===== src/wdt_pkg.sv =====
/*
 * Shared constants of the watchdog: register map, field positions,
 * reset values, prescaler ratios and the state encoding.
 * Assumes a 10 MHz core clock and a 32-bit APB register port.
 */
package wdt_pkg;
    // Core clock and the default monitored interval.
    localparam int CLK_PERIOD_NS = 100;
    localparam int DEFAULT_INTERVAL_NS = 6500000;
    // Prescaler ratios and widths.
    localparam int PRESC_W = 14;
    localparam logic [PRESC_W-1:0] DIV_SHORT_LAST = 14'h00ff;
    localparam logic [PRESC_W-1:0] DIV_LONG_LAST = 14'h3fff;
    localparam int DIV_SHORT = 256;
    localparam int CNT_W = 16;
    localparam logic [CNT_W-1:0] CNT_TOP = 16'hffff;
    // Ticks of the default interval, rounded up, and its reload value.
    localparam int DEFAULT_TICKS =
        (DEFAULT_INTERVAL_NS / CLK_PERIOD_NS + DIV_SHORT - 1) / DIV_SHORT;
    localparam logic [CNT_W-1:0] RELOAD_DEFAULT =
        CNT_W'(17'h10000 - 17'(DEFAULT_TICKS));
    // Register byte addresses.
    localparam logic [7:0] ADDR_CTRL = 8'h00;
    localparam logic [7:0] ADDR_RELOAD = 8'h04;
    localparam logic [7:0] ADDR_COUNT = 8'h08;
    localparam logic [7:0] ADDR_STATUS = 8'h0c;
    localparam logic [7:0] ADDR_MASK = 8'h10;
    // Field positions.
    localparam int CTRL_SEL_LONG = 0;
    localparam int ST_PREWARN = 0;
    localparam int ST_RUNNING = 2;
    localparam int ST_RESETREQ = 3;
    localparam int EV_W = 1;
    localparam logic CTRL_SEL_RESET = 1'b0;
    localparam logic [EV_W-1:0] MASK_RESET = 1'h1;
    // Watchdog states, one-hot.
    typedef enum logic [3:0] {
        WD_OFF = 4'h1,
        WD_RUN = 4'h2,
        WD_WARN = 4'h4,
        WD_RESET = 4'h8
    } wd_state_t;
endpackage : wdt_pkg


===== src/presc_if.sv =====
/*
 * Link between the watchdog core and its prescaler.
 * Assumes both ends run on the same core clock.
 */
`timescale 1ns/10ps
interface presc_if;
    logic run;
    logic clear;
    logic sel_long;
    logic tick;
    modport ctl (output run, output clear, output sel_long, input tick);
    modport pre (input run, input clear, input sel_long, output tick);
endinterface : presc_if


===== src/wdt_core.sv =====
/*
 * Fail-safe watchdog: 16-bit up counter on a prescaled tick, reload
 * register, service and on/off instructions, prewarning interrupt and
 * a reset request, with an APB register port.
 * Assumes the CPU core gives one-cycle instruction strobes on
 * core_clk and the reset controller asserts sys_rst on the request.
 */
// Functional notes
// - After reset the watchdog runs without any software action.
// - Off instruction stops the watchdog, on instruction restarts it.
// - Overflow raises prewarning interrupt first, reset request after.
// - 16-bit counter ticks at clock divided by 16,384 or 256.
// - Counter starts from the software-programmed reload value.
// - Service reloads the counter and clears the prescaler together.
// - Ratio and reload cover about 3.2 us to 13.4 s at 80 MHz.
// - Reset defaults give a 6.5 ms interval at 10 MHz.
`timescale 1ns/10ps
module wdt_core
    import wdt_pkg::*;
#(
    parameter int PREWARN_CYCLES = 16
)
(
    input wire logic core_clk,
    input wire logic sys_rst,
    input wire logic psel,
    input wire logic penable,
    input wire logic pwrite,
    input wire logic [7:0] paddr,
    input wire logic [31:0] pwdata,
    output logic [31:0] prdata,
    output logic pready,
    output logic pslverr,
    input wire logic service_instruction,
    input wire logic watchdog_off_instruction,
    input wire logic watchdog_on_instruction,
    output logic irq,
    output logic reset_request
);
    localparam int DLY_W = $clog2(PREWARN_CYCLES + 1);
    localparam logic [DLY_W-1:0] DLY_LAST = DLY_W'(PREWARN_CYCLES - 1);
    // Cycles from the second warning cycle to the reset request.
    localparam int WARN_DLY = PREWARN_CYCLES - 1;

    // Address match of one register word.
    function automatic logic hit(input logic [7:0] a, input logic [7:0] o);
        hit = a == o;
    endfunction : hit

    presc_if pif ();

    wd_state_t state_q;
    wd_state_t state_d;
    logic sel_long_q;
    logic [CNT_W-1:0] watchdog_reload_value_q;
    logic [CNT_W-1:0] cnt_q;
    logic [CNT_W-1:0] cnt_d;
    logic [EV_W-1:0] status_q;
    logic [EV_W-1:0] status_d;
    logic [EV_W-1:0] mask_q;
    logic [DLY_W-1:0] dly_q;
    logic [DLY_W-1:0] dly_d;
    logic [31:0] rdata_q;
    logic [31:0] rdata_d;

    // Bus decode: zero wait states, unmapped words answer with an error.
    wire setup = psel && !penable;
    wire access = psel && penable;
    wire hit_ctrl = hit(paddr, ADDR_CTRL);
    wire hit_reload = hit(paddr, ADDR_RELOAD);
    wire hit_count = hit(paddr, ADDR_COUNT);
    wire hit_status = hit(paddr, ADDR_STATUS);
    wire hit_mask = hit(paddr, ADDR_MASK);
    wire mapped = hit_ctrl || hit_reload || hit_count || hit_status
                  || hit_mask;
    wire wr = access && pwrite && mapped;
    assign pready = 1'b1;
    assign pslverr = access && !mapped;
    assign prdata = rdata_q;

    // Read data are captured in the setup cycle and held through access.
    wire [31:0] status_word = {28'h0000000,
                               state_q == WD_RESET,
                               state_q != WD_OFF,
                               1'b0,
                               status_q};
    assign rdata_d = !setup ? rdata_q :
                     hit_ctrl ? {31'h00000000, sel_long_q} :
                     hit_reload ? {16'h0000, watchdog_reload_value_q} :
                     hit_count ? {16'h0000, cnt_q} :
                     hit_status ? status_word :
                     hit_mask ? {31'h00000000, mask_q} : 32'h00000000;

    // Events of the watchdog core.
    wire running = state_q == WD_RUN;
    wire overflow = running && pif.tick && cnt_q == CNT_TOP;
    wire service = service_instruction && state_q != WD_RESET;
    wire warn_done = state_q == WD_WARN && dly_q == DLY_LAST;

    // Prescaler runs only while counting and restarts on service.
    assign pif.run = running;
    assign pif.clear = service;
    assign pif.sel_long = sel_long_q;

    // Sticky prewarning flag; a set in the clearing cycle wins.
    assign status_d = (status_q & ~(hit_status && wr ?
                                    pwdata[EV_W-1:0] : '0))
                      | {overflow};

    // Counter: service reloads, ticks count up, overflow reloads.
    assign cnt_d = service ? watchdog_reload_value_q :
                   overflow ? watchdog_reload_value_q :
                   running && pif.tick ? cnt_q + 1'b1 : cnt_q;

    // Delay counter between prewarning and reset request.
    assign dly_d = state_q == WD_WARN ? dly_q + 1'b1 : '0;

    // Sequencer of the watchdog.
    always_comb begin
        state_d = state_q;
        case (state_q)
            WD_OFF: begin
                if (watchdog_on_instruction && !watchdog_off_instruction) begin
                    state_d = WD_RUN;
                end
            end
            WD_RUN: begin
                if (overflow) begin
                    state_d = WD_WARN;
                end else if (watchdog_off_instruction) begin
                    state_d = WD_OFF;
                end
            end
            WD_WARN: begin
                if (warn_done) begin
                    state_d = WD_RESET;
                end
            end
            WD_RESET: begin
                state_d = WD_RESET;
            end
            default: begin
                state_d = WD_RESET;
            end
        endcase
    end

    // Interrupt and reset request outputs.
    assign irq = |(status_q & mask_q);
    assign reset_request = state_q == WD_RESET;

    // State, counter and delay registers.
    always_ff @(posedge core_clk) begin
        if (sys_rst) begin
            state_q <= WD_RUN;
            cnt_q <= RELOAD_DEFAULT;
            dly_q <= '0;
        end else begin
            state_q <= state_d;
            cnt_q <= cnt_d;
            dly_q <= dly_d;
        end
    end

    // Software registers with their reset defaults.
    always_ff @(posedge core_clk) begin
        if (sys_rst) begin
            sel_long_q <= CTRL_SEL_RESET;
            watchdog_reload_value_q <= RELOAD_DEFAULT;
            mask_q <= MASK_RESET;
            status_q <= '0;
            rdata_q <= '0;
        end else begin
            if (wr && hit_ctrl) begin
                sel_long_q <= pwdata[CTRL_SEL_LONG];
            end
            if (wr && hit_reload) begin
                watchdog_reload_value_q <= pwdata[CNT_W-1:0];
            end
            if (wr && hit_mask) begin
                mask_q <= pwdata[EV_W-1:0];
            end
            status_q <= status_d;
            rdata_q <= rdata_d;
        end
    end

    wdt_prescaler u_presc (
        .core_clk(core_clk),
        .sys_rst(sys_rst),
        .pif(pif.pre)
    );

    // After reset the watchdog runs with default settings.
    a_reset_runs: assert property (@(posedge core_clk)
        sys_rst |=> state_q == WD_RUN && cnt_q == RELOAD_DEFAULT)
        else $error("watchdog not running after reset");

    a_default_interval: assert property (@(posedge core_clk)
        sys_rst |=> !sel_long_q
                    && watchdog_reload_value_q == RELOAD_DEFAULT)
        else $error("wrong default interval settings");

    a_off_stops: assert property (@(posedge core_clk) disable iff (sys_rst)
        state_q == WD_RUN && watchdog_off_instruction && !overflow
        |=> state_q == WD_OFF ##1 (state_q == WD_OFF
            || $past(watchdog_on_instruction)))
        else $error("off instruction did not stop the watchdog");

    a_on_starts: assert property (@(posedge core_clk) disable iff (sys_rst)
        state_q == WD_OFF && watchdog_on_instruction
        && !watchdog_off_instruction |=> state_q == WD_RUN)
        else $error("on instruction did not start the watchdog");

    a_off_holds: assert property (@(posedge core_clk) disable iff (sys_rst)
        state_q == WD_OFF && !service |=> $stable(cnt_q))
        else $error("counter moved while stopped");

    a_tick_counts: assert property (@(posedge core_clk) disable iff (sys_rst)
        running && pif.tick && cnt_q != CNT_TOP && !service
        |=> cnt_q == $past(cnt_q) + 16'h0001)
        else $error("counter did not advance on tick");

    a_no_tick_hold: assert property (@(posedge core_clk) disable iff (sys_rst)
        !pif.tick && !service |=> $stable(cnt_q))
        else $error("counter moved without a tick");

    a_service_reload: assert property (@(posedge core_clk)
        disable iff (sys_rst)
        service |=> cnt_q == $past(watchdog_reload_value_q)
                    && !pif.tick)
        else $error("service did not reload the counter");

    a_warn_first: assert property (@(posedge core_clk) disable iff (sys_rst)
        overflow |=> status_q[ST_PREWARN] && !reset_request
                     && state_q == WD_WARN)
        else $error("prewarning missing after overflow");

    a_reset_delay: assert property (@(posedge core_clk) disable iff (sys_rst)
        $rose(state_q == WD_WARN) |-> !reset_request [*2]
        ##WARN_DLY reset_request)
        else $error("reset request not after the set delay");

    a_flag_set_wins: assert property (@(posedge core_clk)
        disable iff (sys_rst)
        overflow && wr && hit_status |=> status_q[ST_PREWARN])
        else $error("prewarning lost under a clear");
endmodule : wdt_core


===== src/wdt_prescaler.sv =====
/*
 * Prescaler of the watchdog: one-cycle tick every 256 or 16,384
 * core clocks while running; cleared on request.
 * Assumes the controller drives the interface from the same clock.
 */
`timescale 1ns/10ps
module wdt_prescaler
    import wdt_pkg::*;
(
    input wire logic core_clk,
    input wire logic sys_rst,
    presc_if.pre pif
);
    logic [PRESC_W-1:0] div_q;
    logic [PRESC_W-1:0] div_d;
    wire [PRESC_W-1:0] div_last;
    wire at_last;

    // Ratio select and the tick on the last count.
    assign div_last = pif.sel_long ? DIV_LONG_LAST : DIV_SHORT_LAST;
    assign at_last = div_q == div_last;
    assign pif.tick = pif.run && !pif.clear && at_last;

    // Clear wins, a stopped prescaler holds, a tick wraps to zero.
    assign div_d = pif.clear ? '0 :
                   !pif.run ? div_q :
                   at_last ? '0 : div_q + 1'b1;

    // Prescaler register.
    always_ff @(posedge core_clk) begin
        if (sys_rst) begin
            div_q <= '0;
        end else begin
            div_q <= div_d;
        end
    end

    // A clear leaves the prescaler at zero.
    a_clear_zeroes: assert property (@(posedge core_clk) disable iff (sys_rst)
        pif.clear |=> div_q == '0)
        else $error("prescaler not cleared");
endmodule : wdt_prescaler

===== config.mk =====
export PLATFORM = sky130hd
export DESIGN_NAME = wdt_core
export DESIGN_NICKNAME = d
export VERILOG_FILES = /design/src/wdt_pkg.sv /design/src/presc_if.sv /design/src/wdt_core.sv /design/src/wdt_prescaler.sv
export SDC_FILE = /design/constraint.sdc
export NUM_CORES = 1
export LEC_CHECK = 0
export ABC_AREA = 1
export BUFFER_PORTS_ARGS = -buffer_cell sky130_fd_sc_hd__buf_4
export CAP_MARGIN = 10
export CORE_MARGIN = 1
export CORE_UTILIZATION = 55
export CTS_BUF_LIST = sky130_fd_sc_hd__clkbuf_8
export DETAILED_ROUTE_END_ITERATION = 8
export GPL_ROUTABILITY_DRIVEN = 0
export HOLD_SLACK_MARGIN = 0.02
export PLACE_DENSITY = 0.8
export SYNTH_ARGS = -nofsm -noshare
export SYNTH_HDL_FRONTEND = slang
export SYNTH_SLANG_ARGS = --single-unit

===== constraint.sdc =====
create_clock -name core_clk -period 2.25 [get_ports core_clk]
set_clock_uncertainty 0.1 [all_clocks]
set_input_delay 0.225 -clock core_clk [delete_from_list [all_inputs] [get_ports core_clk]]
set_output_delay 0.225 -clock core_clk [all_outputs]
set_load 0.01 [all_outputs]

# Word level (Yosys, flattened, before mapping)
# Cells that the tools add are included.
word_totals:
  register_bits: 90
  word_cells: 78
op_classes:
  addsub: 3
  n_eq_ne: 16
  n_mux: 16
  bitwise: 5
  reduce_logical: 29
op_table:
  columns: ["cell", "count"]
  rows:
  - ["two-way mux 16 bit", 6]
  - ["two-way mux 14 bit", 2]
  - ["two-way mux 4 bit", 5]
  - ["adder 16 x 1 -> 16 bit, second input constant", 1]
  - ["== test 16 bit, second input constant", 1]
  - ["== test 8 x 4 -> 1 bit, second input constant", 2]
  - ["logical AND 1 bit", 16]
  - ["adder 14 x 1 -> 14 bit, second input constant", 1]
  - ["== test 14 bit", 1]
  - ["case mux 4 bit (3 select lines)", 1]
  - ["== test 8 x 3 -> 1 bit, second input constant", 1]
  - ["== test 8 x 5 -> 1 bit, second input constant", 1]
  - ["logical NOT 8 bit", 1]
  - ["adder 5 x 1 -> 5 bit, second input constant", 1]
  - ["== test 5 x 4 -> 1 bit, second input constant", 1]
  - ["== test 4 x 1 -> 1 bit, second input constant", 1]
  - ["== test 4 x 2 -> 1 bit, second input constant", 1]
  - ["== test 4 x 3 -> 1 bit, second input constant", 1]
  - ["== test 4 bit, second input constant", 1]
  - ["logical NOT 1 bit", 4]
  - ["logical OR 1 bit", 4]
  - ["!= test 2 bit, second input constant", 2]
  - ["!= test 4 x 1 -> 1 bit, second input constant", 1]
  - ["!= test 4 bit, second input constant", 1]
  - ["8 further kinds", 12]

# Depth between registers and ports, before layout
logic_depth:
  ltp_word: 11
  depth_mapped: 13
  ltp_nobuf: 12

# Cells and area by module
# Synthesis repeated with hierarchy kept, for this count alone.
hier_totals:
  hier_cells: 622
  hier_area_um2: 4181.5
by_module_without_submodules:
  columns: ["module", "n_inst", "cells_per_inst", "area_per_inst_um2"]
  rows:
  - ["wdt_core", 1, 514, 3385.7]
  - ["wdt_prescaler", 1, 108, 795.8]

# Least setup slack after synthesis
# Ideal clock, no wire load.
synth_path:
  path_type: "register to register"
  startpoint: "register u_presc.div_q[0]"
  endpoint: "register cnt_q[9]"
  setup_ns: 0.133
  t_arrival_ns: 1.506
  path_slack_ns: 0.510
  stages_incl_launch_ff: 12
  path_cell_list: "dfxtp_1 ha_1 nand3_2 nor2_4 nand3b_4 nor2_4 nand2_2 nand2_4 buf_6 nand2_1 nand3_1 nand3_1"
synth_via:
  elab_chain_len: 6
synth_lines:
  columns: ["item", "line_no", "source"]
  rows:
  - ["start: declaration", "wdt_prescaler.sv:14", "logic [PRESC_W-1:0] div_q;"]
  - ["start signal: assignment", "wdt_prescaler.sv:34", "div_q <= div_d;"]
  - ["== test 14 bit *", "wdt_prescaler.sv:21", "assign at_last = div_q == div_last;"]
  - ["logical AND 1 bit *", "wdt_prescaler.sv:22", "assign pif.tick = pif.run && !pif.clear && at_last;"]
  - ["logical AND 1 bit *", "wdt_core.sv:96, wdt_core.sv:113", null]
  - ["logical AND 1 bit", "wdt_core.sv:96", "wire overflow = running && pif.tick && cnt_q == CNT_TOP;"]
  - ["two-way mux 16 bit", "wdt_core.sv:112", "overflow ? watchdog_reload_value_q :"]
  - ["two-way mux 16 bit", "wdt_core.sv:111", "assign cnt_d = service ? watchdog_reload_value_q :"]
  - ["end signal: assignment", "wdt_core.sv:160", "cnt_q <= cnt_d;"]
  - ["end: declaration", "wdt_core.sv:56", "logic [CNT_W-1:0] cnt_q;"]
# Every way passes the cells marked *; elsewhere a longest branch is shown, timed or not.
# A chain may end at the register's enable or synchronous reset.

# Worst setup path after layout
layout_path:
  startpoint: "register u_presc.div_q[0]"
  endpoint: "register state_q[3]"
layout_via:
  elab_chain_len: 6
layout_lines:
  columns: ["item", "line_no", "source"]
  rows:
  - ["== test 14 bit *", "wdt_prescaler.sv:21", null]
  - ["logical AND 1 bit *", "wdt_prescaler.sv:22", null]
  - ["logical AND 1 bit * (2 in a row)", "wdt_core.sv:96", null]
  - ["!= test 3 x 2 -> 1 bit (no line) or two-way mux 4 bit (tied branches)", null, null]
  - ["AND reduction 3 bit (no line) or case mux 4 bit (3 select lines) (tied branches)", null, null]
  - ["end signal: assignment", "wdt_core.sv:159", "state_q <= state_d;"]
  - ["end: declaration", "wdt_core.sv:52", "wd_state_t state_q;"]
# Marks and branches as above.

==> run summary <==
==================================================================================================
Run status .......................................................................... finished, final reports clean
Post-detailed-routing wire length ...................................................      9741 um
Met3 Use GR .........................................................................      0.06221
Met1 Resource Use GR ................................................................       0.3109
Fmax ................................................................................    472.9 MHz
Number of antenna violations at the first check in global routing ...................            0
MaxCap Viol Count ...................................................................            0
Post-detailed-placement half-perimeter wirelength ...................................      6694 um
Diode count .........................................................................            0
Crit path arrival time ..............................................................      2.29 ns
Reg2reg end .........................................................................   state_q[3]
CTS H-Tree Depth ....................................................................            3
Top FF cell, synth .................................................................. sky130_fd_sc_hd__dfxtp_1
Final count of negative-setup-slack endpoints .......................................            0
Worst vdd ir ........................................................................  0.0005287 V
Vias per cell .......................................................................        5.296
Clock tree buffer depth .............................................................            2
Top cells by area in the synthesized netlist ........................................ sky130_fd_sc_hd__dfxtp_1, sky130_fd_sc_hd__nand2_1, sky130_fd_sc_hd__inv_1
Destination of the worst hold path .................................................. watchdog_reload_value_q[3]
Number of placed instances with taps included .......................................          708
Global routing usage summed across all routing layers ...............................       0.2597
Busiest layer in global routing .....................................................         met2
Count of input and output buffers ...................................................           50
IO Count ............................................................................           84
Final worst path period need ........................................................     2.115 ns
Cell with the biggest individual delay on the critical path ......................... sky130_fd_sc_hd__dfxtp_1
Overall die width ...................................................................     88.03 um
M2 GR Usage .........................................................................       0.4531
Top cell type's share of synthesized area ...........................................       0.3640
Flops & latches, synth ..............................................................           74
Unique masters post-synth ...........................................................           37
Final-layout worst hold slack .......................................................   0.05081 ns
Fraction of layout instances using a drive strength above 1 .........................       0.1664
Vert. Die Dim .......................................................................     88.03 um
YS warnings .........................................................................            0
Sum Neg Setup Slack .................................................................         0 ns
Slack of the worst reg-to-reg path ..................................................      0.14 ns
Part of the Yosys area used for sequential elements .................................       0.3640
Startpoint of the most critical register-to-register path ........................... u_presc.div_q[0]
Later-pin clock latency in the skew report ..........................................      0.35 ns
Worst setup path category ...........................................................      reg2reg
Number of cells produced by synthesis ...............................................          577
Worst slew margin ...................................................................       0.5861
Overall die area ....................................................................   7748 sq um
Power density of the placed cells ................................................... 586.9 nW/um^2
Fin. Hold Viols .....................................................................            0
Root buffer cell .................................................................... sky130_fd_sc_hd__clkbuf_8
Total congestion overflow ...........................................................            0
Leading area contributor after synthesis ............................................ sky130_fd_sc_hd__dfxtp_1
Leakage Power .......................................................................  0.002100 uW
Syn-to-layout area delta ............................................................       16.05%
Antenna-violating nets left .........................................................            0
Nature of the critical path endpoint ................................................         flop
Critical path cell sequence ......................................................... ha_2, nand3_2, nor2_4, nand3b_4, nor2_4, nand2_2, buf_4, nand2_1, o21ai_0, nor3_1
First-pass GRT wire length ..........................................................     15580 um
Total vias in the final route .......................................................         3882
TritonCTS clock tree ................................................................          yes
Number of sinks on the clock net ....................................................           74
Library cell appearing most often on the critical path .............................. sky130_fd_sc_hd__nor2_4
Share of the clock period used by the worst path after layout .......................       0.9399
Drt first pass iters ................................................................            5
Net count, final ....................................................................          684
Filler-free cell count of the finished design .......................................          733
Initial core utilization ............................................................       0.5830
FILL cells ..........................................................................          629
Start point of the worst min-delay path .............................................    pwdata[3]
Syn_area_per_cell ...................................................................  7.054 sq um
Data required time of the worst path ................................................      2.42 ns
Site Rows ...........................................................................           30
Setup repair after global routing missed its margin .................................           no
Core footprint ......................................................................   6982 sq um
Measured slew at the worst slew-check pin ...........................................    0.6202 ns
Via count of the first global-routing pass ..........................................         3521
Largest net degree at the start of global routing ...................................           33
Largest stage delay on the critical path ............................................      0.43 ns
R2R cell count ......................................................................           10
Fin. max-slew vios ..................................................................            0
Largest fanout of any net on the critical path ......................................            9
Clock buffers created by TritonCTS ..................................................            9
Number of instances on the worst hold path ..........................................            3
Element type at the critical path start .............................................         flop
Async set-reset flop share out of synthesis .........................................            0
Remaining routing DRC violations ....................................................            0
Path type of the worst min-delay path ...............................................       in2reg
Number of flops mapped to enable cells by yosys .....................................            0
Netlist area before placement .......................................................   4070 sq um
Routed length per placed instance ...................................................     13.29 um
Drt first-iter violations ...........................................................          251
Clock transition time at the flip-flop clock pins of the worst setup and hold paths .      0.08 ns
==================================================================================================
==> report_power, final <==
part	switching, uW	internal (uW)
clock network	499	535
logic	222	137
registers	37.8	1340
==> layout make-up <==
type,count,area [sq um],share of cell area
timing repair buffer,67,525.5,0.1113
inverter,84,315.3,0.06675
clock buffer,10,137.6,0.02914
tap,96,120.1,0.02543
clock inverter,6,58.81,0.01245
sequential,74,1481,0.3136
multi-input combinational,396,2085,0.4413
==> registers in the layout (all words and copies together) (netlist names) <==
name and flops:
u_presc.div_q 14, dly_q 5, status_q 1, cnt_q 16, watchdog_reload_value_q 16, mask_q 1
prdata 16, pif.sel_long 1, state_q 4
==> per-stage QoR <==
stage	area, sq um	power (uW)	setup WS [ns]	utilization
floorplan	4126	1667	0.5104	-
global placement	4423	1731	0.2631	0.6335
detailed placement	4423	1744	0.2139	0.6335
CTS	4710	2772	0.1650	0.6746
global route	4723	2883	0.03430	0.6765
finish	4723	2772	0.1352	0.6765
==> cell families after synthesis <==
logic type | after synthesis | share of synthesized area
AOI/OAI and AO/OA | 104 | 0.1485
adders and majority gates | 4 | 0.01230
buffers and inverters | 122 | 0.1411
and+or+nand+nor | 254 | 0.2957
other | 2 | 0.001845
DFF | 74 | 0.3640
xor gates and xnor gates | 17 | 0.03658
==> worst max-delay path, delay by kind of cell, from the launching register on <==
| kind | cells | cell delay (ns) |
|---|---|---|
| buffers and inverters | 1 | 0.24 |
| AND/OR/NAND/NOR | 7 | 0.91 |
| flip-flops | 1 | 0.43 |
| adder cells (fa/ha/maj) | 1 | 0.25 |
| AO/OA/AOI/OAI | 1 | 0.10 |
==> worst max path at each step <==
| stage | start | endpoint | slack (ns) |
|---|---|---|---|
| floorplan | u_presc.div_q[0] | cnt_q[9] | 0.51 |
| global placement | u_presc.div_q[0] | cnt_q[9] | 0.26 |
| detailed placement | u_presc.div_q[0] | cnt_q[2] | 0.21 |
| CTS | u_presc.div_q[0] | state_q[3] | 0.16 |
| global route | u_presc.div_q[0] | state_q[3] | 0.03 |
| finish | u_presc.div_q[0] | state_q[3] | 0.14 |
==> cells in the final DEF, fill, tap and decap left out, drive strengths merged, types with 12 or more instances in the layout <==
cell,count
nand3,41
conb,17
o21ai,29
o22ai,13
nand4,15
xor2,14
buf,58
nand2,119
nor2,63
inv,86
nor3,13
a21oi,38
o211ai,12
dfxtp,74
==> repair_timing <==
action                                  CTS  global route
gates resized for setup                   0             3
endpoints found under the hold margin     9             0
hold buffers                              9             0
setup buffers                             0             0
endpoints found under the setup margin    0             5
==> per-layer routing <==
layer,routed length [um],up-vias,share of wire
li1,-,1952,-
met2,4710,131,0.48
met3,624,19,0.064
met1,4209,1780,0.43
met4,197,0,0.020
met5,0,-,0
==> synthesized netlist by cell type (2+ instances only) <==
cell                       number
sky130_fd_sc_hd__dfxtp_1       74
sky130_fd_sc_hd__conb_1         2
sky130_fd_sc_hd__nand4_1       13
sky130_fd_sc_hd__clkbuf_1       7
sky130_fd_sc_hd__buf_2          6
sky130_fd_sc_hd__nand2_2        3
sky130_fd_sc_hd__o21ai_1        7
sky130_fd_sc_hd__o21ai_0       22
sky130_fd_sc_hd__xnor2_1        3
sky130_fd_sc_hd__a211oi_1       7
sky130_fd_sc_hd__xor2_1        14
sky130_fd_sc_hd__o211ai_1      12
sky130_fd_sc_hd__nor2_1        58
sky130_fd_sc_hd__nand3_2        7
sky130_fd_sc_hd__inv_2          9
sky130_fd_sc_hd__buf_6          4
sky130_fd_sc_hd__nor3_1        12
sky130_fd_sc_hd__nand3_1       34
sky130_fd_sc_hd__o22ai_1       12
sky130_fd_sc_hd__nor2_4         4
sky130_fd_sc_hd__buf_4         21
sky130_fd_sc_hd__nand2_4        2
sky130_fd_sc_hd__nand2_1      114
sky130_fd_sc_hd__inv_1         75
sky130_fd_sc_hd__o21bai_1       3
sky130_fd_sc_hd__a21oi_1       38
sky130_fd_sc_hd__ha_1           4
Power figures use the tool's default switching activity.
